--- src/led_scan_pkg.sv ---
// package: register map, field layout and scan constants of the led scanner
package led_scan_pkg;
  localparam logic [7:0] HALF_BIAS_OFS = 8'h92;
  localparam logic [7:0] SCAN_CTRL_OFS = 8'hB1;
  localparam logic [7:0] BRIGHT_CTRL_OFS = 8'hB2;
  localparam logic [7:0] DOT_CTRL_OFS = 8'hB3;
  localparam logic [7:0] SCAN_STAT_OFS = 8'hB4;
  localparam logic [15:0] DISP_BASE = 16'hC800;
  localparam int DISP_BYTES = 8;
  localparam logic [7:0] HALF_BIAS_RST = 8'h00;
  localparam logic [7:0] SCAN_CTRL_RST = 8'h04;
  localparam logic [7:0] BRIGHT_CTRL_RST = 8'h44;
  localparam logic [7:0] DOT_CTRL_RST = 8'h00;
  // field positions
  localparam int DUTY_POS = 6;
  localparam int DIV_POS = 4;
  localparam int FREEZE_POS = 3;
  localparam int MAIN_POS = 0;
  localparam int STYLE_POS = 7;
  localparam int ODD_POS = 4;
  localparam int EVEN_POS = 0;
  localparam int DOT_ON_POS = 0;
  localparam int DOT_SIZE_POS = 4;
  localparam logic [7:0] BRIGHT_CTRL_MASK = 8'hF7;
  localparam logic [7:0] DOT_CTRL_MASK = 8'h71;
  // scan clock divisors for codes 00..11
  localparam logic [6:0] DIV_C0 = 7'h40;
  localparam logic [6:0] DIV_C1 = 7'h20;
  localparam logic [6:0] DIV_C2 = 7'h10;
  localparam logic [6:0] DIV_C3 = 7'h08;
  // one slot is dead time plus eight brightness ticks
  localparam logic [3:0] DEAD_TICKS = 4'h1;
  localparam logic [3:0] BRIGHT_TICKS = 4'h8;
  localparam logic [3:0] SLOT_TICKS = DEAD_TICKS + BRIGHT_TICKS;
  localparam int PINS = 10;
  localparam int COM_BASE = 0;
  localparam int SEG_BASE = 4;

  typedef enum logic [1:0] {MODE_OFF, MODE_BID, MODE_DOT} scan_mode_t;

  typedef struct packed {
    logic [PINS-1:0] level;
    logic [PINS-1:0] oe;
  } pin_drive_t;
endpackage

--- src/led_matrix_scan_driver.sv ---
// led matrix scanner: registers, display memory, scan timing and pin drive
// Summary of operation
// - only one drive mode active at a time
// - bidirectional: ten pins drive up to 48 leds
// - lit pins go inactive for dead time
// - nonzero duty starts scan and takes pins
// - duty code selects 4x4, 4x5, 4x6
// - six display bytes, led equals 8*byte+bit
// - nibble and byte 4/5 polarity mapping
// - main, even and odd brightness groups
// - 3-bit brightness, 000 darkest, 111 brightest
// - dot mode when dot enable set
// - dot mode reads eight bytes, 1 lights
// - size select keeps led addresses fixed
// - dot mode uses odd group brightness
// - style bit: uniform or enhanced brightness
// - prescaler divides by 64, 32, 16, 8
// - freeze bit stops the scan clock
// - per-pin half-bias lcd common enables
`timescale 1ns/1ps
module led_matrix_scan_driver (
  input wire logic ref_clk_i,
  input wire logic nrst_i,
  input wire logic [7:0] reg_addr_i,
  input wire logic [7:0] reg_wdata_i,
  input wire logic reg_wr_i,
  input wire logic reg_rd_i,
  output logic [7:0] reg_rdata_o,
  input wire logic [15:0] disp_addr_i,
  input wire logic [7:0] disp_wdata_i,
  input wire logic disp_wr_i,
  input wire logic disp_rd_i,
  output logic [7:0] disp_rdata_o,
  output led_scan_pkg::pin_drive_t led_drive_o,
  output logic [7:0] lcd_half_bias_en_o
);

  function automatic logic [6:0] div_of(input logic [1:0] code);
    case (code)
      2'b00: div_of = led_scan_pkg::DIV_C0;
      2'b01: div_of = led_scan_pkg::DIV_C1;
      2'b10: div_of = led_scan_pkg::DIV_C2;
      default: div_of = led_scan_pkg::DIV_C3;
    endcase
  endfunction

  // rows of the dot matrix for size codes 0..4; larger codes read as 8x8
  function automatic logic [3:0] rows_of(input logic [2:0] size);
    rows_of = (size > 3'h4) ? 4'h8 : 4'(size) + 4'h4;
  endfunction

  function automatic logic bright_on(input logic [2:0] lvl,
                                     input logic [2:0] bsub,
                                     input logic style);
    if (style) begin
      bright_on = ({1'b0, bsub[2:1]} <= lvl);
    end else begin
      bright_on = (bsub <= lvl);
    end
  endfunction

  logic [7:0] half_bias;
  logic [7:0] scan_ctrl;
  logic [7:0] bright_ctrl;
  logic [7:0] dot_ctrl;
  logic [7:0] disp_mem [led_scan_pkg::DISP_BYTES];
  logic [6:0] pre_cnt;
  logic [3:0] sub;
  logic [3:0] phase;
  led_scan_pkg::pin_drive_t next_drive;

  // register fields
  wire [1:0] bid_duty_sel = scan_ctrl[led_scan_pkg::DUTY_POS +: 2];
  wire [1:0] scan_clk_div = scan_ctrl[led_scan_pkg::DIV_POS +: 2];
  wire scan_clk_freeze = scan_ctrl[led_scan_pkg::FREEZE_POS];
  wire [2:0] bright_main = scan_ctrl[led_scan_pkg::MAIN_POS +: 3];
  wire bright_style = bright_ctrl[led_scan_pkg::STYLE_POS];
  wire [2:0] bright_group_odd = bright_ctrl[led_scan_pkg::ODD_POS +: 3];
  wire [2:0] bright_group_even = bright_ctrl[led_scan_pkg::EVEN_POS +: 3];
  wire dotmatrix_on = dot_ctrl[led_scan_pkg::DOT_ON_POS];
  wire [2:0] dotmatrix_size_sel = dot_ctrl[led_scan_pkg::DOT_SIZE_POS +: 3];

  // dot mode has priority so the two modes never share the pins
  led_scan_pkg::scan_mode_t mode;
  assign mode = dotmatrix_on ? led_scan_pkg::MODE_DOT :
                (bid_duty_sel != 2'b00) ? led_scan_pkg::MODE_BID :
                led_scan_pkg::MODE_OFF;
  wire scan_act = (mode != led_scan_pkg::MODE_OFF);

  // bid: two polarities per common, plus one phase per extra segment
  wire [3:0] bid_phases = 4'h7 + {2'b00, bid_duty_sel};
  wire [3:0] dot_rows = rows_of(dotmatrix_size_sel);
  wire [3:0] phase_count = (mode == led_scan_pkg::MODE_DOT) ?
                           dot_rows : bid_phases;

  // address decode
  wire sel_half = (reg_addr_i == led_scan_pkg::HALF_BIAS_OFS);
  wire sel_scan = (reg_addr_i == led_scan_pkg::SCAN_CTRL_OFS);
  wire sel_bright = (reg_addr_i == led_scan_pkg::BRIGHT_CTRL_OFS);
  wire sel_dot = (reg_addr_i == led_scan_pkg::DOT_CTRL_OFS);
  wire sel_stat = (reg_addr_i == led_scan_pkg::SCAN_STAT_OFS);
  wire [7:0] stat_word = {2'b00, mode, phase};
  wire [7:0] rd_word =
    sel_half ? half_bias :
    sel_scan ? scan_ctrl :
    sel_bright ? bright_ctrl :
    sel_dot ? dot_ctrl :
    sel_stat ? stat_word : 8'h00;
  wire [15:0] disp_ofs = disp_addr_i - led_scan_pkg::DISP_BASE;
  wire disp_hit = (disp_ofs < 16'(led_scan_pkg::DISP_BYTES));
  wire [2:0] disp_idx = disp_ofs[2:0];

  assign lcd_half_bias_en_o = half_bias;

  always_ff @(posedge ref_clk_i or negedge nrst_i) begin
    if (!nrst_i) begin
      half_bias <= led_scan_pkg::HALF_BIAS_RST;
      scan_ctrl <= led_scan_pkg::SCAN_CTRL_RST;
      bright_ctrl <= led_scan_pkg::BRIGHT_CTRL_RST;
      dot_ctrl <= led_scan_pkg::DOT_CTRL_RST;
    end else if (reg_wr_i) begin
      if (sel_half) begin
        half_bias <= reg_wdata_i;
      end else if (sel_scan) begin
        scan_ctrl <= reg_wdata_i;
      end else if (sel_bright) begin
        bright_ctrl <= reg_wdata_i & led_scan_pkg::BRIGHT_CTRL_MASK;
      end else if (sel_dot) begin
        dot_ctrl <= reg_wdata_i & led_scan_pkg::DOT_CTRL_MASK;
      end
    end
  end

  always_ff @(posedge ref_clk_i or negedge nrst_i) begin
    if (!nrst_i) begin
      reg_rdata_o <= 8'h00;
      disp_rdata_o <= 8'h00;
    end else begin
      reg_rdata_o <= reg_rd_i ? rd_word : 8'h00;
      disp_rdata_o <= (disp_rd_i && disp_hit) ? disp_mem[disp_idx] : 8'h00;
    end
  end

  // display memory has no reset; software fills it before enabling a mode
  always_ff @(posedge ref_clk_i) begin
    if (disp_wr_i && disp_hit) begin
      disp_mem[disp_idx] <= disp_wdata_i;
    end
  end

  // scan clock: one-cycle tick every div_of() clocks, held while frozen
  wire [6:0] div_now = div_of(scan_clk_div);
  wire scan_tick = scan_act && !scan_clk_freeze &&
                   (pre_cnt >= div_now - 7'h01);

  always_ff @(posedge ref_clk_i or negedge nrst_i) begin
    if (!nrst_i) begin
      pre_cnt <= 7'h00;
    end else if (!scan_act || scan_tick) begin
      pre_cnt <= 7'h00;
    end else if (!scan_clk_freeze) begin
      pre_cnt <= pre_cnt + 7'h01;
    end
  end

  // slot and phase counters advance only on scan ticks
  wire slot_end = (sub == led_scan_pkg::SLOT_TICKS - 4'h1);
  wire last_phase = (phase >= phase_count - 4'h1);
  wire phase_over = (phase >= phase_count);

  always_ff @(posedge ref_clk_i or negedge nrst_i) begin
    if (!nrst_i) begin
      sub <= 4'h0;
      phase <= 4'h0;
    end else if (!scan_act) begin
      sub <= 4'h0;
      phase <= 4'h0;
    end else if (phase_over) begin
      // a smaller size or duty restarts the frame instead of running on
      phase <= 4'h0;
    end else if (scan_tick) begin
      sub <= slot_end ? 4'h0 : sub + 4'h1;
      if (slot_end) begin
        phase <= last_phase ? 4'h0 : phase + 4'h1;
      end
    end
  end

  wire dead = (sub < led_scan_pkg::DEAD_TICKS);
  wire [2:0] bsub = 3'(sub - led_scan_pkg::DEAD_TICKS);
  wire [1:0] cidx = phase[2:1];
  wire [7:0] byte_c = disp_mem[cidx];
  wire [7:0] byte4 = disp_mem[4];
  wire [7:0] byte5 = disp_mem[5];
  wire [7:0] row_byte = disp_mem[phase[2:0]];
  wire [3:0] dot_cols = (dot_rows == 4'h8) ? 4'h8 : dot_rows + 4'h1;

  wire on_main = bright_on(bright_main, bsub, bright_style);
  wire on_even = bright_on(bright_group_even, bsub, bright_style);
  wire on_odd = bright_on(bright_group_odd, bsub, bright_style);

  // segment pins in use for the selected duty
  wire [5:0] seg_used = (bid_duty_sel == 2'b11) ? 6'h3F :
                        (bid_duty_sel == 2'b10) ? 6'h1F : 6'h0F;

  // pin index 0..3 are commons, 4..9 segments; the driving pin sits at
  // its polarity level and lit pins at the opposite one after dead time
  always_comb begin
    next_drive = '0;
    if (mode == led_scan_pkg::MODE_BID) begin
      if (phase < 4'h8) begin
        next_drive.oe[cidx] = 1'b1;
        next_drive.level[cidx] = !phase[0];
        for (int s = 0; s < 4; s++) begin
          next_drive.level[led_scan_pkg::SEG_BASE + s] = phase[0];
          next_drive.oe[led_scan_pkg::SEG_BASE + s] = !dead && on_main &&
            (phase[0] ? byte_c[4 + s] : byte_c[s]);
        end
        if (!phase[0]) begin
          next_drive.oe[led_scan_pkg::SEG_BASE + 4] = !dead && on_even &&
            seg_used[4] && byte4[{cidx, 1'b0}];
          next_drive.oe[led_scan_pkg::SEG_BASE + 5] = !dead && on_odd &&
            seg_used[5] && byte4[{cidx, 1'b1}];
        end
      end else begin
        next_drive.oe[led_scan_pkg::SEG_BASE + 4 + 32'(phase[0])] = 1'b1;
        next_drive.level[led_scan_pkg::SEG_BASE + 4 + 32'(phase[0])] = 1'b1;
        for (int c = 0; c < 4; c++) begin
          next_drive.oe[led_scan_pkg::COM_BASE + c] = !dead && on_main &&
            byte5[{phase[0], 2'(c)}];
        end
      end
    end else if (mode == led_scan_pkg::MODE_DOT) begin
      next_drive.oe[phase] = 1'b1;
      next_drive.level[phase] = 1'b1;
      for (int c = 0; c < 8; c++) begin
        if (c < 32'(dot_cols)) begin
          next_drive.oe[(c < 32'(phase)) ? c : c + 1] = !dead && on_odd &&
            row_byte[c];
        end
      end
    end
  end

  always_ff @(posedge ref_clk_i or negedge nrst_i) begin
    if (!nrst_i) begin
      led_drive_o <= '0;
    end else begin
      led_drive_o <= next_drive;
    end
  end
endmodule

--- config.mk ---
export PLATFORM = sky130hd
export DESIGN_NAME = led_matrix_scan_driver
export DESIGN_NICKNAME = d
export VERILOG_FILES = /design/src/led_scan_pkg.sv /design/src/led_matrix_scan_driver.sv
export SDC_FILE = /design/constraint.sdc
export NUM_CORES = 1
export LEC_CHECK = 0
export ABC_AREA = 1
export ABC_CLOCK_PERIOD_IN_PS = 2200
export BUFFER_PORTS_ARGS = -buffer_cell sky130_fd_sc_hd__buf_2
export CAP_MARGIN = 20
export CORE_ASPECT_RATIO = 0.6
export CORE_MARGIN = 2
export CORE_UTILIZATION = 51
export CTS_BUF_LIST = sky130_fd_sc_hd__clkbuf_8
export DETAILED_ROUTE_END_ITERATION = 10
export PLACE_DENSITY_LB_ADDON = 0.15
export SLEW_MARGIN = 10
export SYNTH_ARGS = -nofsm -noshare
export SYNTH_HDL_FRONTEND = slang
export SYNTH_SLANG_ARGS = --single-unit
--- constraint.sdc ---
create_clock -name ref_clk_i -period 2.2 [get_ports ref_clk_i]
set_clock_uncertainty 0.05 [all_clocks]
set_input_delay 0.11 -clock ref_clk_i [delete_from_list [all_inputs] [get_ports ref_clk_i]]
set_output_delay 0.11 -clock ref_clk_i [all_outputs]
set_load 0.02 [all_outputs]
* After elaboration in Yosys (flattened, before gate mapping) *
Memories as Yosys holds them, arrays and structs flattened.
Index checks and enable logic that the tools add are counted.

storage, ports and cells
  register bits = 78
  memory bits (writable) = 64
  input port bits = 46
  output and inout bits = 44
  word-level logic and storage cells = 265
  memories = 1

operators by class
  add/subtract/negate cells = 11
  $lt $le $gt $ge = 57
  eq/ne operators = 18
  muxes and demuxes = 111
  bitwise gates (word level) = 4
  reductions and logical operators = 52

memories
  name      depth  bits a word  rd ports  clocked after memory_dff  write ports  line                          RTL
  disp_mem  8      8            5         0                         1            led_matrix_scan_driver.sv:66  logic [7:0] disp_mem [led_scan_pkg::DISP_BYTES];

operators with widths
  operator                                                                             count
  10-bit two-way mux                                                                   22
  10-bit bitwise mux                                                                   8
  20-bit two-way mux                                                                   3
  4-bit two-way mux                                                                    13
  1-bit demux with 4-bit select                                                        10
  8-bit equality test, second input constant                                           5
  8-bit two-way mux                                                                    5
  1-bit logical AND                                                                    38
  1-bit two-way mux                                                                    35
  3-bit by 4-bit less-than comparator with 1-bit output, first input constant          8
  3-bit by 4-bit less-than comparator with 1-bit output, second input constant         6
  7-bit two-way mux                                                                    3
  7-bit case mux with 3 select lines                                                   1
  3-bit by 5-bit less-than comparator with 1-bit output, second input constant         4
  1-bit by 4-bit less-than comparator with 1-bit output, first input constant          4
  16-bit by 4-bit less-than comparator with 1-bit output, second input constant        1
  2-bit by 4-bit less-than comparator with 1-bit output, first input constant          4
  16-bit subtractor, second input constant                                             1
  2-bit by 5-bit less-than comparator with 1-bit output, second input constant         3
  4-bit by 1-bit adder with 4-bit output, second input constant                        3
  3-bit by 1-bit greater-or-equal comparator with 1-bit output, second input constant  4
  6-bit two-way mux                                                                    2
  10-bit by 4-bit bitwise AND with 10-bit output                                       1
  4-bit by 5-bit less-than comparator with 1-bit output, second input constant         2
  40 further kinds                                                                     67

* Logic depth before layout (Yosys ltp) *
Gate-level depths: netlist of run 1.

  depth after elaboration = 38
  gate-level depth with buffers = 16
  depth with buffers taken out = 15

* Least setup slack after synthesis of run 1 *
Ideal clock, no wire load.

  path type = reg2reg
  from = reg dot_ctrl[0]
  to = reg phase[0]
  library setup time = 0.065 ns
  arrival time = 2.206 ns
  data required time = 2.085 ns
  path slack = -0.122 ns
  cell stages (with the launch flop) = 16
  buffers on the path = 1
  period minus slack after synthesis = 2.322 ns
  path through = dfrtp_1 -> buf_4 -> inv_2 -> nor2_1 -> inv_1 -> o22ai_1 -> inv_1 -> ha_1 -> ha_1 -> inv_1 -> nor2_1 -> o21ai_0 -> nand4_1 -> nor3_1 -> nand3_1 -> nand2_1

between the ends
  word-level cells in the longest chain between the ends = 10
  elaborated cells between the ends (all ways) = 17
  classes of those cells = 1 x add/sub; 2 x order compare; 3 x eq/ne; 7 x mux; 4 x reduce/logical

ends and longest elaborated chain
  element                                      line                           RTL
  start, declared                              led_matrix_scan_driver.sv:65   logic [7:0] dot_ctrl;
  start signal, assigned                       led_matrix_scan_driver.sv:120  dot_ctrl <= led_scan_pkg::DOT_CTRL_RST;
  start signal, assigned                       led_matrix_scan_driver.sv:129  dot_ctrl <= reg_wdata_i & led_scan_pkg::DOT_CTRL_MASK;
  2-bit two-way mux (*)                        led_matrix_scan_driver.sv:85   assign mode = dotmatrix_on ? led_scan_pkg::MODE_DOT :
  2-bit equality test                          led_matrix_scan_driver.sv:93   wire [3:0] phase_count = (mode == led_scan_pkg::MODE_DOT) ?
  4-bit two-way mux                            led_matrix_scan_driver.sv:93
  4-bit by 1-bit subtractor with 4-bit output  led_matrix_scan_driver.sv:168  wire last_phase = (phase >= phase_count - 4'h1);
  4-bit greater-or-equal comparator            led_matrix_scan_driver.sv:168
  4-bit two-way mux                            led_matrix_scan_driver.sv:184  phase <= last_phase ? 4'h0 : phase + 4'h1;
  4-bit two-way mux                            led_matrix_scan_driver.sv:183  if (slot_end) begin
  4-bit two-way mux                            led_matrix_scan_driver.sv:181  end else if (scan_tick) begin
  4-bit two-way mux                            led_matrix_scan_driver.sv:178  end else if (phase_over) begin
  4-bit two-way mux                            led_matrix_scan_driver.sv:175  end else if (!scan_act) begin
  end signal, assigned                         led_matrix_scan_driver.sv:184
  end, declared                                led_matrix_scan_driver.sv:69   logic [3:0] phase;

Every way passes the cells marked *; elsewhere a longest branch is shown, timed or not. The select of a mux whose other input is x is not followed.
A chain may end at the register's enable or synchronous reset.

* Worst setup path after layout of run 1 *
  from = reg scan_ctrl[7]
  to = reg phase[0]

between the ends
  word-level cells in the longest chain between the ends = 12
  elaborated cells between the ends (all ways) = 20
  classes of those cells = 2 x add/sub; 2 x order compare; 3 x eq/ne; 8 x mux; 5 x reduce/logical

ends and longest elaborated chain
  element                                      line                           RTL
  start, declared                              led_matrix_scan_driver.sv:63   logic [7:0] scan_ctrl;
  start signal, assigned                       led_matrix_scan_driver.sv:118  scan_ctrl <= led_scan_pkg::SCAN_CTRL_RST;
  start signal, assigned                       led_matrix_scan_driver.sv:125  scan_ctrl <= reg_wdata_i;
  2-bit nonzero test                           led_matrix_scan_driver.sv:86   (bid_duty_sel != 2'b00) ? led_scan_pkg::MODE_BID :
  1-bit two-way mux                            led_matrix_scan_driver.sv:86
  2-bit two-way mux                            led_matrix_scan_driver.sv:85
  2-bit equality test                          led_matrix_scan_driver.sv:93
  4-bit two-way mux                            led_matrix_scan_driver.sv:93
  4-bit by 1-bit subtractor with 4-bit output  led_matrix_scan_driver.sv:168
  4-bit greater-or-equal comparator            led_matrix_scan_driver.sv:168
  4-bit two-way mux                            led_matrix_scan_driver.sv:184
  4-bit two-way mux                            led_matrix_scan_driver.sv:183
  4-bit two-way mux                            led_matrix_scan_driver.sv:181
  4-bit two-way mux                            led_matrix_scan_driver.sv:178
  4-bit two-way mux                            led_matrix_scan_driver.sv:175

Parallel ways exist; a longest one is shown, timed or not. The select of a mux whose other input is x is not followed.

==> metrics.md, run 1 <==
| Metric | Value |
|---|---|
| Total GRT Usage | `0.311` |
| Routed wirelength normalized by instance count | `roughly 19 microns` |
| Root Driver | `clkbuf_8` |
| Startpoint type of the worst setup path | `register` |
| Worst rel slew slack | `0.556` |
| Maximum level of the CTS H-tree | `4` |
| Proportion of netlist area held by the largest area contributor | `0.234` |
| Total number of vias | `slightly below 8k` |
| Post-synth design cell area | `approximately 8000 sq um` |
| Final design utilization | `0.662` |
| Transition time at the pin with the least slew margin | `roughly 0.67 ns` |
| Antenna viol nets, final | `0` |
| Sum Neg Setup Slack | `-1.34 ns` |
| RSZ-0062 raised after global routing | `true` |
| Quantity of I/O buffers inserted on ports | `approximately 90` |
| Worst Setup End Kind | `register` |
| Worst EP arrival | `about 2.7 ns` |
| Sequential element share of the synthesized area | `0.472` |
| Data required time of the worst path | `2.56 ns` |
| Inserted Clock Buffers | `17` |
| Die Height | `102 microns` |
| Most repeated library cell on the critical path | `inv_2` |
| Main area contributors after synthesis | `edfxtp_1, dfrtp_1, nand2_1` |
| CTS tree | `yes` |
| Critical path class | `reg -> reg` |
| Nets | `between 1k and 1.5k` |
| Initial Utilization | `0.528` |
| Achievable frequency | `0.425 GHz` |
| Length of the first detailed-routing pass in iterations | `9` |
| HPWL after detailed placement | `~19000 microns` |
| Total of warnings raised by yosys | `0` |
| Buffering stage count on the worst path with inverters included | `3` |
| Post-layout total power | `roughly 0.0062 W` |
| Share of the clock period used by the worst path | `1.07` |
| Peak supply drop | `a little under 300 uV` |
| Peak per-stage delay on the critical path | `approximately 0.39 ns` |
| Path class of the lowest-slack min-delay path | `in -> reg` |
| Minimum clock period after layout | `about 2.4 ns` |
| Distinct cells, synth | `between 40 and 50` |
| Cells along the critical path | `inv_2 -> ha_4 -> o22ai_4 -> inv_2 -> ha_4 -> xor2_2 -> ha_1 -> nand2_1 -> inv_2 -> nand2_2 -> nand4_1 -> nor3_2 -> nand3_1 -> nand2_1` |
| Fin. Hold Viols | `0` |
| Cell at the slowest stage of the critical path | `dfrtp_1` |
| Overall die area | `about 17000 sq um` |
| Dominant cell type by area after synthesis | `edfxtp_1` |
| Cell count after synthesis | `slightly above 1k` |
| Count of standard-cell rows | `35` |
| Maximum net fanout on the critical path | `3` |
| Power Dens Cells | `605 nW/um^2` |
| Post-Synthesis Mean Instance Area | `about 8 sq um` |
| Count of inserted antenna diode cells | `0` |
| FF-to-FF setup slack | `-0.15 ns` |
| Insertion delay to the later sink of the worst-skew pair | `0.48 ns` |
| Largest net degree at the start of global routing | `46` |
| Number of violations of the max-capacitance limit | `0` |
| Post-synthesis net count | `about 1.1k` |
| Aggregate routed wire length | `26300 microns` |
| Via density per instance | `about 5.6` |
| Commonest register cell after synthesis | `dfrtp_1` |
| Violations in the final reports | `setup timing` |
| Growth of design area from synthesis to finish | `25.3%` |
| Via count of the first global-routing pass | `slightly above 7k` |
| Total global routing overflow | `0` |
| Largest delay share family, worst path | `simple AND/OR/NAND/NOR gates` |
| Setup-violating endpoint count in the final report | `17` |
| Number of sinks on the clock net | `142` |
| Leakage | `~5 nW` |
| Number of storage elements in the synthesis netlist | `142` |
| Core footprint | `between 15000 and 20000 sq um` |
| Initial antenna violation count | `0` |
| Number of top-level design ports | `90` |
| Result of the run | `finished, violations left` |
| Drt first-iter violations | `roughly 1.2k` |
| Minimum setup slack in the final design | `-0.152 ns` |
| X dimension of the die | `between 150 and 200 microns` |
| Share of post-route cells with drive strength above 1 | `0.244` |
| Slew Viols, Final | `0` |
| Placer's final routability congestion estimate | `1.06` |
| Number of enable flip-flop cells after synthesis | `64` |
| CTS max path bufs | `2` |
| Count of filler cells inserted in the layout | `between 1k and 1.5k` |
| Fraction of synthesis flops using an asynchronous set or reset pin | `0.549` |
| Clock transition at the registers of the reported paths | `0.10 ns` |
| Number of DRC violations after detailed routing | `0` |
| First-pass GRT wire length | `roughly 40000 microns` |
## Yosys cell counts, types with 4 or more instances
cell      number
nand2_1      263
inv_1        114
nor2_1       105
nand3_1       76
dfrtp_1       75
edfxtp_1      64
o21ai_0       55
ha_1          41
o22ai_1       38
a21oi_1       33
nand4_1       19
o21ai_1       18
o211ai_1      11
buf_2          9
buf_4          8
nand2_2        8
nor3_1         7
inv_2          6
xor2_1         6
buf_6          5
nor2_2         5
or2_2          5
nand3b_1       4
nor2_4         4
## worst paths after layout
path | from | endpoint | depth (start not counted)
min in group asynchronous | nrst_i | disp_rdata_o[0] | 2
min | disp_rd_i | disp_rdata_o[1] | 3
min reg2reg | bright_ctrl[6] | bright_ctrl[6] | 2
max reg2reg | scan_ctrl[7] | phase[0] | 14
max in group asynchronous | nrst_i | bright_ctrl[6] | 3
max | scan_ctrl[7] | phase[0] | 14
## sequential cells by signal, indices dropped and copies added, names as in the netlist, 7 cells and up
register and count:
bright_ctrl 7, disp_mem 64, disp_rdata_o 8, lcd_half_bias_en_o 8, led_drive_o 20, pre_cnt 7, reg_rdata_o 8, scan_ctrl 8
## cell families after synthesis
logic type,synth area share
AND/OR/NAND/NOR,0.266
adder cells (fa/ha/maj),0.0625
XOR/XNOR,0.00640
buffers and inverters,0.0776
AO/OA/AOI/OAI,0.115
other,0.000457
flip-flops,0.472
## final cells by class
type                       instances  area, sq um  share of cell area
multi-input combinational        720         3990               0.388
sequential                       142         3880               0.377
timing repair buffer             187         1340               0.130
inverter                         122          463              0.0450
tap                              203          254              0.0247
clock buffer                      17          234              0.0227
clock inverter                    15          126              0.0123
## routing by layer
metal	track usage	up-vias	routed length, microns
li1	-	3743	-
met1	0.472	3660	12100
met2	0.387	497	9720
met3	0.145	43	4030
met4	0.0836	0	437
met5	0	-	0
## layout by cell type, fill, tap and decap left out, types with 5 or more instances in the layout
| cell type | netlist | routed |
|---|---|---|
| ha_1 | 41 | 32 |
| nand2_1 | 263 | 245 |
| nand4_1 | 19 | 19 |
| a21oi_2 | 1 | 6 |
| a21oi_1 | 33 | 27 |
| nor2_1 | 105 | 103 |
| nand3_1 | 76 | 70 |
| buf_4 | 8 | 66 |
| dfrtp_1 | 75 | 75 |
| nor2_2 | 5 | 7 |
| nor3_1 | 7 | 5 |
| dlygate4sd3_1 | 0 | 20 |
| buf_6 | 5 | 7 |
| o21ai_0 | 55 | 47 |
| o21ai_1 | 18 | 24 |
| or2_2 | 5 | 5 |
| ha_4 | 0 | 9 |
| inv_2 | 6 | 16 |
| o211ai_1 | 11 | 11 |
| clkinv_4 | 0 | 5 |
| edfxtp_1 | 64 | 64 |
| nand2_2 | 8 | 24 |
| buf_12 | 0 | 5 |
| inv_6 | 0 | 5 |
| nand3_2 | 0 | 6 |
| inv_1 | 114 | 103 |
| clkbuf_8 | 0 | 17 |
| buf_2 | 9 | 88 |
| o22ai_1 | 38 | 36 |
## worst reg2reg max path: stages (launching register included)
cell and delay [ns]:
dfrtp_1 0.39, inv_2 0.08, ha_4 0.20, o22ai_4 0.16, inv_2 0.07, ha_4 0.16
xor2_2 0.17, ha_1 0.28, nand2_1 0.09, inv_2 0.05, nand2_2 0.06, nand4_1 0.19
nor3_2 0.18, nand3_1 0.10, nand2_1 0.06
## where the power goes
part,switching (W),internal [W]
clock,0.00117,0.000812
sequential,0.0000344,0.00282
combinational,0.000870,0.000527
## stage by stage
step	hold WS, ns	instance area (sq um)	std cells	setup slack, ns
2_1_floorplan	-0.236	8270	1010	-0.0765
6_report	0.0791	10300	1406	-0.152
3_3_place_gp	0.138	9370	1345	-0.145
5_1_grt	0.0953	10300	1406	-0.287
3_5_place_dp	0.137	9370	1345	-0.254
4_1_cts	0.0595	10100	1400	-0.113
## repair_timing
action                                 CTS  global route
setup endpoints to repair               16            18
endpoints found under the hold margin  143             0
setup buffers                            3             7
hold buffers                            20             0
gates resized for setup                 19            53
pin swaps                               12            35
cloned                                   0             1
(Power assumes the default switching activity.)
==> run 2: changes to the inputs <==
--- a/config.mk
+++ b/config.mk
@@ -6,13 +6,14 @@
 export NUM_CORES = 1
 export LEC_CHECK = 0
 export ABC_AREA = 1
-export ABC_CLOCK_PERIOD_IN_PS = 2200
+export ABC_CLOCK_PERIOD_IN_PS = 2800
 export BUFFER_PORTS_ARGS = -buffer_cell sky130_fd_sc_hd__buf_2
 export CAP_MARGIN = 20
-export CORE_ASPECT_RATIO = 0.6
+export CORE_ASPECT_RATIO = 1.75
 export CORE_MARGIN = 2
 export CORE_UTILIZATION = 51
 export CTS_BUF_LIST = sky130_fd_sc_hd__clkbuf_8
+export CTS_CLUSTER_SIZE = 14
 export DETAILED_ROUTE_END_ITERATION = 10
 export PLACE_DENSITY_LB_ADDON = 0.15
 export SLEW_MARGIN = 10
==> constraint.sdc (replaced) <==
create_clock -name ref_clk_i -period 2.8 [get_ports ref_clk_i]
set_clock_uncertainty 0.05 [all_clocks]
set_input_delay 0.14 -clock ref_clk_i [delete_from_list [all_inputs] [get_ports ref_clk_i]]
set_output_delay 0.14 -clock ref_clk_i [all_outputs]
set_load 0.02 [all_outputs]
==> metrics.md, run 2 (synthesized netlist as in run 1, its figures left out) <==
| Metric | Value |
|---|---|
| Result of the run | `complete, no violations` |
| Number of DRC violations after detailed routing | `0 (unchanged)` |
| Worst Setup End Kind | `register` |
| Insertion delay to the later sink of the worst-skew pair | `0.46 ns (-0.02 ns)` |
| Worst EP arrival | `2.98 ns (+0.27 ns)` |
| Number of top-level design ports | `90 (unchanged)` |
| Total global routing overflow | `0 (unchanged)` |
| Fin. Hold Viols | `0 (unchanged)` |
| Number of sinks on the clock net | `142 (unchanged)` |
| Buffering stage count on the worst path with inverters included | `4 (+1)` |
| Number of violations of the max-capacitance limit | `0 (unchanged)` |
| Count of standard-cell rows | `61 (+74%)` |
| Cell at the slowest stage of the critical path | `dfrtp_2` |
| Path class of the lowest-slack min-delay path | `in -> reg` |
| Wire length on met3 | `806 microns (-80%)` |
| Share of the clock period used by the worst path | `0.940 (-0.129)` |
| Overall die area | `17200 sq um (about the same)` |
| Setup-violating endpoint count in the final report | `0 (-17)` |
| Core footprint | `15800 sq um (+1.6%)` |
| Clock transition at the registers of the reported paths | `0.09 ns (about the same)` |
| Total GRT Usage | `0.283 (-0.0281)` |
| Antenna viol nets, final | `0 (unchanged)` |
| Initial Utilization | `0.520 (-0.00845)` |
| Quantity of I/O buffers inserted on ports | `89 (unchanged)` |
| Transition time at the pin with the least slew margin | `0.585 ns (-0.0800 ns)` |
| Root Driver | `clkbuf_8` |
| Commonest non-fill, non-tap cell in the layout | `nand2_1` |
| Post-layout total power | `0.00466 W (-25%)` |
| Slew Viols, Final | `0 (unchanged)` |
| Flip-flop count of the largest register, all copies and words added | `64 (unchanged)` |
| Top routing layer in use | `met4` |
| Sum Neg Setup Slack | `0 ns (+1.34 ns)` |
| Peak supply drop | `488 uV (+69%)` |
| Initial antenna violation count | `0 (unchanged)` |
| Growth of design area from synthesis to finish | `16.0%` |
| Startpoint type of the worst setup path | `register` |
| Critical path class | `reg -> reg` |
| Achievable frequency | `0.380 GHz (-11%)` |
| CTS tree | `yes` |
| Die Height | `172 microns (+68%)` |
| Leakage | `4.65 nW (-5.6%)` |
| Register with the most flip-flops | `disp_mem` |
| CTS max path bufs | `2 (unchanged)` |
| Leading cell types in the layout, fill and taps excluded | `nand2_1, inv_1, nor2_1, buf_2, nand3_1` |
| RSZ-0062 raised after global routing | `false` |
| Aggregate routed wire length | `24100 microns (-8.4%)` |
| Power Dens Cells | `490 nW/um^2 (-19%)` |
| Largest delay share family, worst path | `simple AND/OR/NAND/NOR gates` |
| Via count of the first global-routing pass | `7248 (+1.9%)` |
| Minimum clock period after layout | `2.63 ns (+0.281 ns)` |
| Total number of vias | `7459 (-6.1%)` |
| Maximum net fanout on the critical path | `6 (+3)` |
| Total area of sequential cells | `3880 sq um (about the same)` |
| Count of filler cells inserted in the layout | `1459 (+14%)` |
| Data required time of the worst path | `3.15 ns (+0.59 ns)` |
| Most repeated library cell on the critical path | `inv_1` |
| Worst rel slew slack | `0.610 (+0.0534)` |
| Inserted Clock Buffers | `17 (unchanged)` |
| Peak per-stage delay on the critical path | `0.44 ns (+0.05 ns)` |
| Wire length on met2 | `13200 microns (+35%)` |
| Placer's final routability congestion estimate | `0.957 (-9.9%)` |
| Area used by multi-input combinational logic | `3720 sq um (-7.0%)` |
| Drt first-iter violations | `551 (-53%)` |
| Share of post-route cells with drive strength above 1 | `0.163 (-0.0815)` |
| Largest net degree at the start of global routing | `46 (unchanged)` |
| Maximum level of the CTS H-tree | `4 (unchanged)` |
| X dimension of the die | `99.9 microns (-40%)` |
| Cells along the critical path | `inv_2 -> nor2_1 -> inv_1 -> o22ai_1 -> inv_1 -> ha_1 -> xor2_1 -> ha_1 -> nand2_1 -> inv_1 -> o21ai_1 -> nand4_1 -> nor3_2 -> nand3_1 -> nand2_1` |
| Largest regs | `disp_mem x64, led_drive_o x20` |
| Final Hold Slack | `0.102 ns (+0.0228 ns)` |
| Count of inserted antenna diode cells | `0 (unchanged)` |
| Nets | `1228 (-3.8%)` |
| Detailed-routing wirelength on met1 | `8310 microns (-31%)` |
| Routed wirelength normalized by instance count | `17.9 microns (-4.1%)` |
| Via density per instance | `5.55 (-1.7%)` |
| Length of the first detailed-routing pass in iterations | `6 (-3)` |
| First-pass GRT wire length | `36800 microns (-7.9%)` |
| HPWL after detailed placement | `18600 microns (-4.4%)` |
## run 2: changes by cell type in the layout (fill, tap and decap cells not counted), moves of 6 or more
cell	previous run	this run
o21ai_0	47	54
nand2_2	24	8
buf_4	66	30
ha_4	9	0
nand2_1	245	263
nand3_2	6	0
nand3_1	70	76
a21oi_1	27	33
inv_1	103	116
ha_1	32	41
buf_6	7	0
inv_2	16	6
## run 2: power by group
part           internal [W]  leakage [nW]  switching, W  total [W]
registers           0.00221          1.65     0.0000326    0.00225
logic              0.000274          2.81      0.000551   0.000825
clock network      0.000715         0.193      0.000878    0.00159
total               0.00320          4.65       0.00146    0.00466
## run 2: layout make-up
class,count,area share
clock buffers,17,0.0246
clock inverters,15,0.0142
inverters,122,0.0483
multi-input cells,720,0.390
flip-flops and latches,142,0.407
well taps,189,0.0248
repair buffers,138,0.0909
## run 2: path summary, 6_finish.rpt
| check | from | end | slack (ns) | depth (start not counted) |
|---|---|---|---|---|
| min reg2reg | bright_ctrl[2] | bright_ctrl[2] | 0.44 | 2 |
| max reg2reg | dot_ctrl[0] | phase[0] | 0.17 | 15 |
| max in group asynchronous | nrst_i | dot_ctrl[0] | 1.82 | 3 |
| max | dot_ctrl[0] | phase[0] | 0.17 | 15 |
| min in group asynchronous | nrst_i | pre_cnt[5] | 0.15 | 2 |
| min | reg_wr_i | lcd_half_bias_en_o[0] | 0.10 | 3 |
## run 2: what timing repair did
item / in CTS / in global routing
hold endpoints to repair: 136 / 0
resized for setup: 0 / 5
buffers inserted: 0 / 3
hold buffers: 20 / 0
endpoints found under the setup margin: 0 / 10
## run 2: metal layers
metal,GRT usage,up-vias
li1,-,3634
met1,0.268,3476
met2,0.542,239
met3,0.0380,110
met4,0.211,0
met5,0,-
## run 2: through the flow
| stage | setup slack, ns | area (sq um) | instances | util |
|---|---|---|---|---|
| global placement | 0.188 | 8910 | 1288 | 0.564 |
| detailed placement | 0.108 | 8910 | 1288 | 0.564 |
| CTS | 0.0888 | 9480 | 1340 | 0.600 |
| finish | 0.167 | 9530 | 1343 | 0.603 |
| global route | 0.0152 | 9530 | 1343 | 0.603 |
| floorplan | 0.478 | 8210 | 1010 | - |
## run 2: worst min-delay path: cells and delay by family
family / cells / cell delay [ns]
simple gates: 1 / 0.23
compound gates: 1 / 0.09
buf+inv: 1 / 0.12
==> run 3: changes to the inputs <==
--- a/config.mk
+++ b/config.mk
@@ -12,10 +12,11 @@
 export CORE_ASPECT_RATIO = 1.75
 export CORE_MARGIN = 2
 export CORE_UTILIZATION = 51
-export CTS_BUF_LIST = sky130_fd_sc_hd__clkbuf_8
+export CTS_BUF_LIST = sky130_fd_sc_hd__clkbuf_16
 export CTS_CLUSTER_SIZE = 14
 export DETAILED_ROUTE_END_ITERATION = 10
 export PLACE_DENSITY_LB_ADDON = 0.15
+export REMOVE_ABC_BUFFERS = 1
 export SLEW_MARGIN = 10
 export SYNTH_ARGS = -nofsm -noshare
 export SYNTH_HDL_FRONTEND = slang
==> metrics.md, run 3 (synthesized netlist as in run 1, its figures left out) <==
| Metric | Value |
|---|---|
| Result of the run | `complete, no violations` |
| Quantity of I/O buffers inserted on ports | `89 (unchanged)` |
| Sum Neg Setup Slack | `0 ns (unchanged)` |
| Drt first-iter violations | `430 (-22%)` |
| Share of post-route cells with drive strength above 1 | `0.161 (-0.00190)` |
| Peak supply drop | `629 uV (+29%)` |
| CTS tree | `yes` |
| Number of placed instances, taps included | `1287 (-0.078%)` |
| Total number of vias | `7502 (+0.58%)` |
| CTS max path bufs | `2 (unchanged)` |
| Initial antenna violation count | `0 (unchanged)` |
| Seq pwr share | `0.400 (-0.082)` |
| Aggregate routed wire length | `24000 microns (-0.42%)` |
| Total GRT Usage | `0.287 (+0.00414)` |
| M2 GR Usage | `0.528 (-0.0138)` |
| Die Height | `172 microns (unchanged)` |
| Area used by multi-input combinational logic | `3710 sq um (-0.13%)` |
| HPWL after detailed placement | `18100 microns (-2.6%)` |
| Leakage | `4.75 nW (+2.2%)` |
| Power share of the combinational group | `0.146 (-0.031)` |
| Clock transition at the registers of the reported paths | `0.06 ns (-0.03 ns)` |
| Routing usage on met3 | `0.0368 (-0.00121)` |
| First-pass GRT wire length | `37100 microns (+0.84%)` |
| Achievable frequency | `0.388 GHz (+2.3%)` |
| Via count of the first global-routing pass | `7286 (+0.52%)` |
| Internal Dissipation | `0.00408 W (+28%)` |
| Number of top-level design ports | `90 (unchanged)` |
| Worst EP arrival | `2.90 ns (-0.08 ns)` |
| Startpoint type of the worst setup path | `register` |
| Net switching component of the power | `0.00154 W (+5.7%)` |
| Growth of design area from synthesis to finish | `19.2%` |
| Clock group share of total power | `0.454 (+0.112)` |
| Commonest non-fill, non-tap cell in the layout | `nand2_1` |
| Number of sinks on the clock net | `142 (unchanged)` |
| Maximum level of the CTS H-tree | `4 (unchanged)` |
| Share of the clock period used by the worst path | `0.919 (-0.0210)` |
| Overall die area | `17200 sq um (unchanged)` |
| Register with the most flip-flops | `disp_mem` |
| Largest regs | `disp_mem x64, led_drive_o x20` |
| Flip-flop count of the largest register, all copies and words added | `64 (unchanged)` |
| Worst rel slew slack | `0.650 (+0.0398)` |
| Switching share of power | `0.274 (-0.0388)` |
| Inserted Clock Buffers | `17 (unchanged)` |
| Worst Setup End Kind | `register` |
| Post-Layout Cell Count | `1338 (-0.37%)` |
| Setup-violating endpoint count in the final report | `0 (unchanged)` |
| Power Dens Cells | `575 nW/um^2 (+17%)` |
| Largest net degree at the start of global routing | `79 (+72%)` |
| Antenna viol nets, final | `0 (unchanged)` |
| Count of standard-cell rows | `61 (unchanged)` |
| Length of the first detailed-routing pass in iterations | `6 (unchanged)` |
| Number of violations of the max-capacitance limit | `0 (unchanged)` |
| Nets | `1223 (-0.41%)` |
| Minimum clock period after layout | `2.57 ns (-0.0588 ns)` |
| Critical path class | `reg -> reg` |
| Fin. Hold Viols | `0 (unchanged)` |
| Total area of sequential cells | `3880 sq um (unchanged)` |
| Core footprint | `15800 sq um (unchanged)` |
| Root Driver | `clkbuf_16` |
| Slew Viols, Final | `0 (unchanged)` |
| Maximum net fanout on the critical path | `8 (+2)` |
| Placer's final routability congestion estimate | `0.953 (-0.34%)` |
| Routing layer with the top usage in global route | `met2` |
| X dimension of the die | `99.9 microns (unchanged)` |
| Data required time of the worst path | `3.13 ns (-0.02 ns)` |
| Total global routing overflow | `0 (unchanged)` |
| Routed wirelength normalized by instance count | `17.9 microns (about the same)` |
| Number of DRC violations after detailed routing | `0 (unchanged)` |
| Transition time at the pin with the least slew margin | `0.526 ns (-0.0597 ns)` |
| Leading cell types in the layout, fill and taps excluded | `nand2_1, inv_1, nor2_1, buf_2, nand3_1` |
| Count of inserted antenna diode cells | `0 (unchanged)` |
| Met1 Usage GRT | `0.283 (+0.0157)` |
| Path class of the lowest-slack min-delay path | `in -> reg` |
| Count of filler cells inserted in the layout | `1398 (-4.2%)` |
| Via density per instance | `5.61 (+0.95%)` |
| Initial Utilization | `0.520 (unchanged)` |
| Insertion delay to the later sink of the worst-skew pair | `0.44 ns (-0.02 ns)` |
[run 3: area by class of cell]
class                           count  share of cell area
Timing Repair Buffer              133              0.0862
Tap cell                          189              0.0242
Clock inverter                     15              0.0238
Multi-Input combinational cell    720               0.379
Sequential cell                   142               0.396
Inverter                          122              0.0470
Clock buffer                       17              0.0435
[run 3: worst paths after layout]
path / start / to / slack (ns) / depth (start not counted)
max: dot_ctrl[0] / phase[0] / 0.23 / 15
max reg2reg: dot_ctrl[0] / phase[0] / 0.23 / 15
max in group asynchronous: nrst_i / scan_ctrl[2] / 1.95 / 3
min in group asynchronous: nrst_i / sub[2] / 0.10 / 2
min: reg_wdata_i[4] / lcd_half_bias_en_o[4] / 0.02 / 3
min reg2reg: bright_ctrl[6] / bright_ctrl[6] / 0.42 / 2
[run 3: power groups by stage]
stage	Combinational (W)	Clock (W)	Sequential (W)
2_1_floorplan	0.000448	0	0.00232
4_1_cts	0.000806	0.00258	0.00225
5_1_grt	0.000914	0.00264	0.00225
6_report	0.000823	0.00256	0.00225
3_5_place_dp	0.000778	0	0.00229
3_3_place_gp	0.000770	0	0.00229
[run 3: what timing repair did]
item | 4_1_cts | 5_1_grt
hold endpoints to repair | 164 | 0
resized for setup | 0 | 4
endpoints found under the setup margin | 0 | 12
buffers inserted | 0 | 0
hold buffers | 18 | 0
[run 3: per-stage QoR]
step / area [sq um] / setup WS [ns] / total power, W / util / hold slack [ns]
floorplan: 8040 / 0.146 / 0.00277 / - / -0.206
global placement: 8910 / 0.208 / 0.00306 / 0.564 / 0.330
detailed placement: 8910 / 0.146 / 0.00307 / 0.564 / 0.338
CTS: 9750 / 0.120 / 0.00563 / 0.617 / 0.00317
global route: 9790 / -0.0000784 / 0.00581 / 0.620 / 0.0192
finish: 9790 / 0.226 / 0.00563 / 0.620 / 0.0175
[run 3: layer usage]
layer	wire (microns)	up-vias
li1	-	3614
met1	8160	3506
met2	13000	269
met3	880	113
met4	1910	0
met5	0	-
[run 3: critical path, cell delays in order (launching register included)]
cell,delay (ns)
dfrtp_2,0.44
inv_2,0.05
nor2_1,0.18
inv_1,0.11
o22ai_1,0.22
inv_1,0.10
ha_1,0.20
xor2_1,0.16
ha_1,0.29
nand2_1,0.07
inv_1,0.05
o21ai_1,0.10
nand4_1,0.17
nor3_1,0.16
nand3_1,0.10
nand2_1,0.07
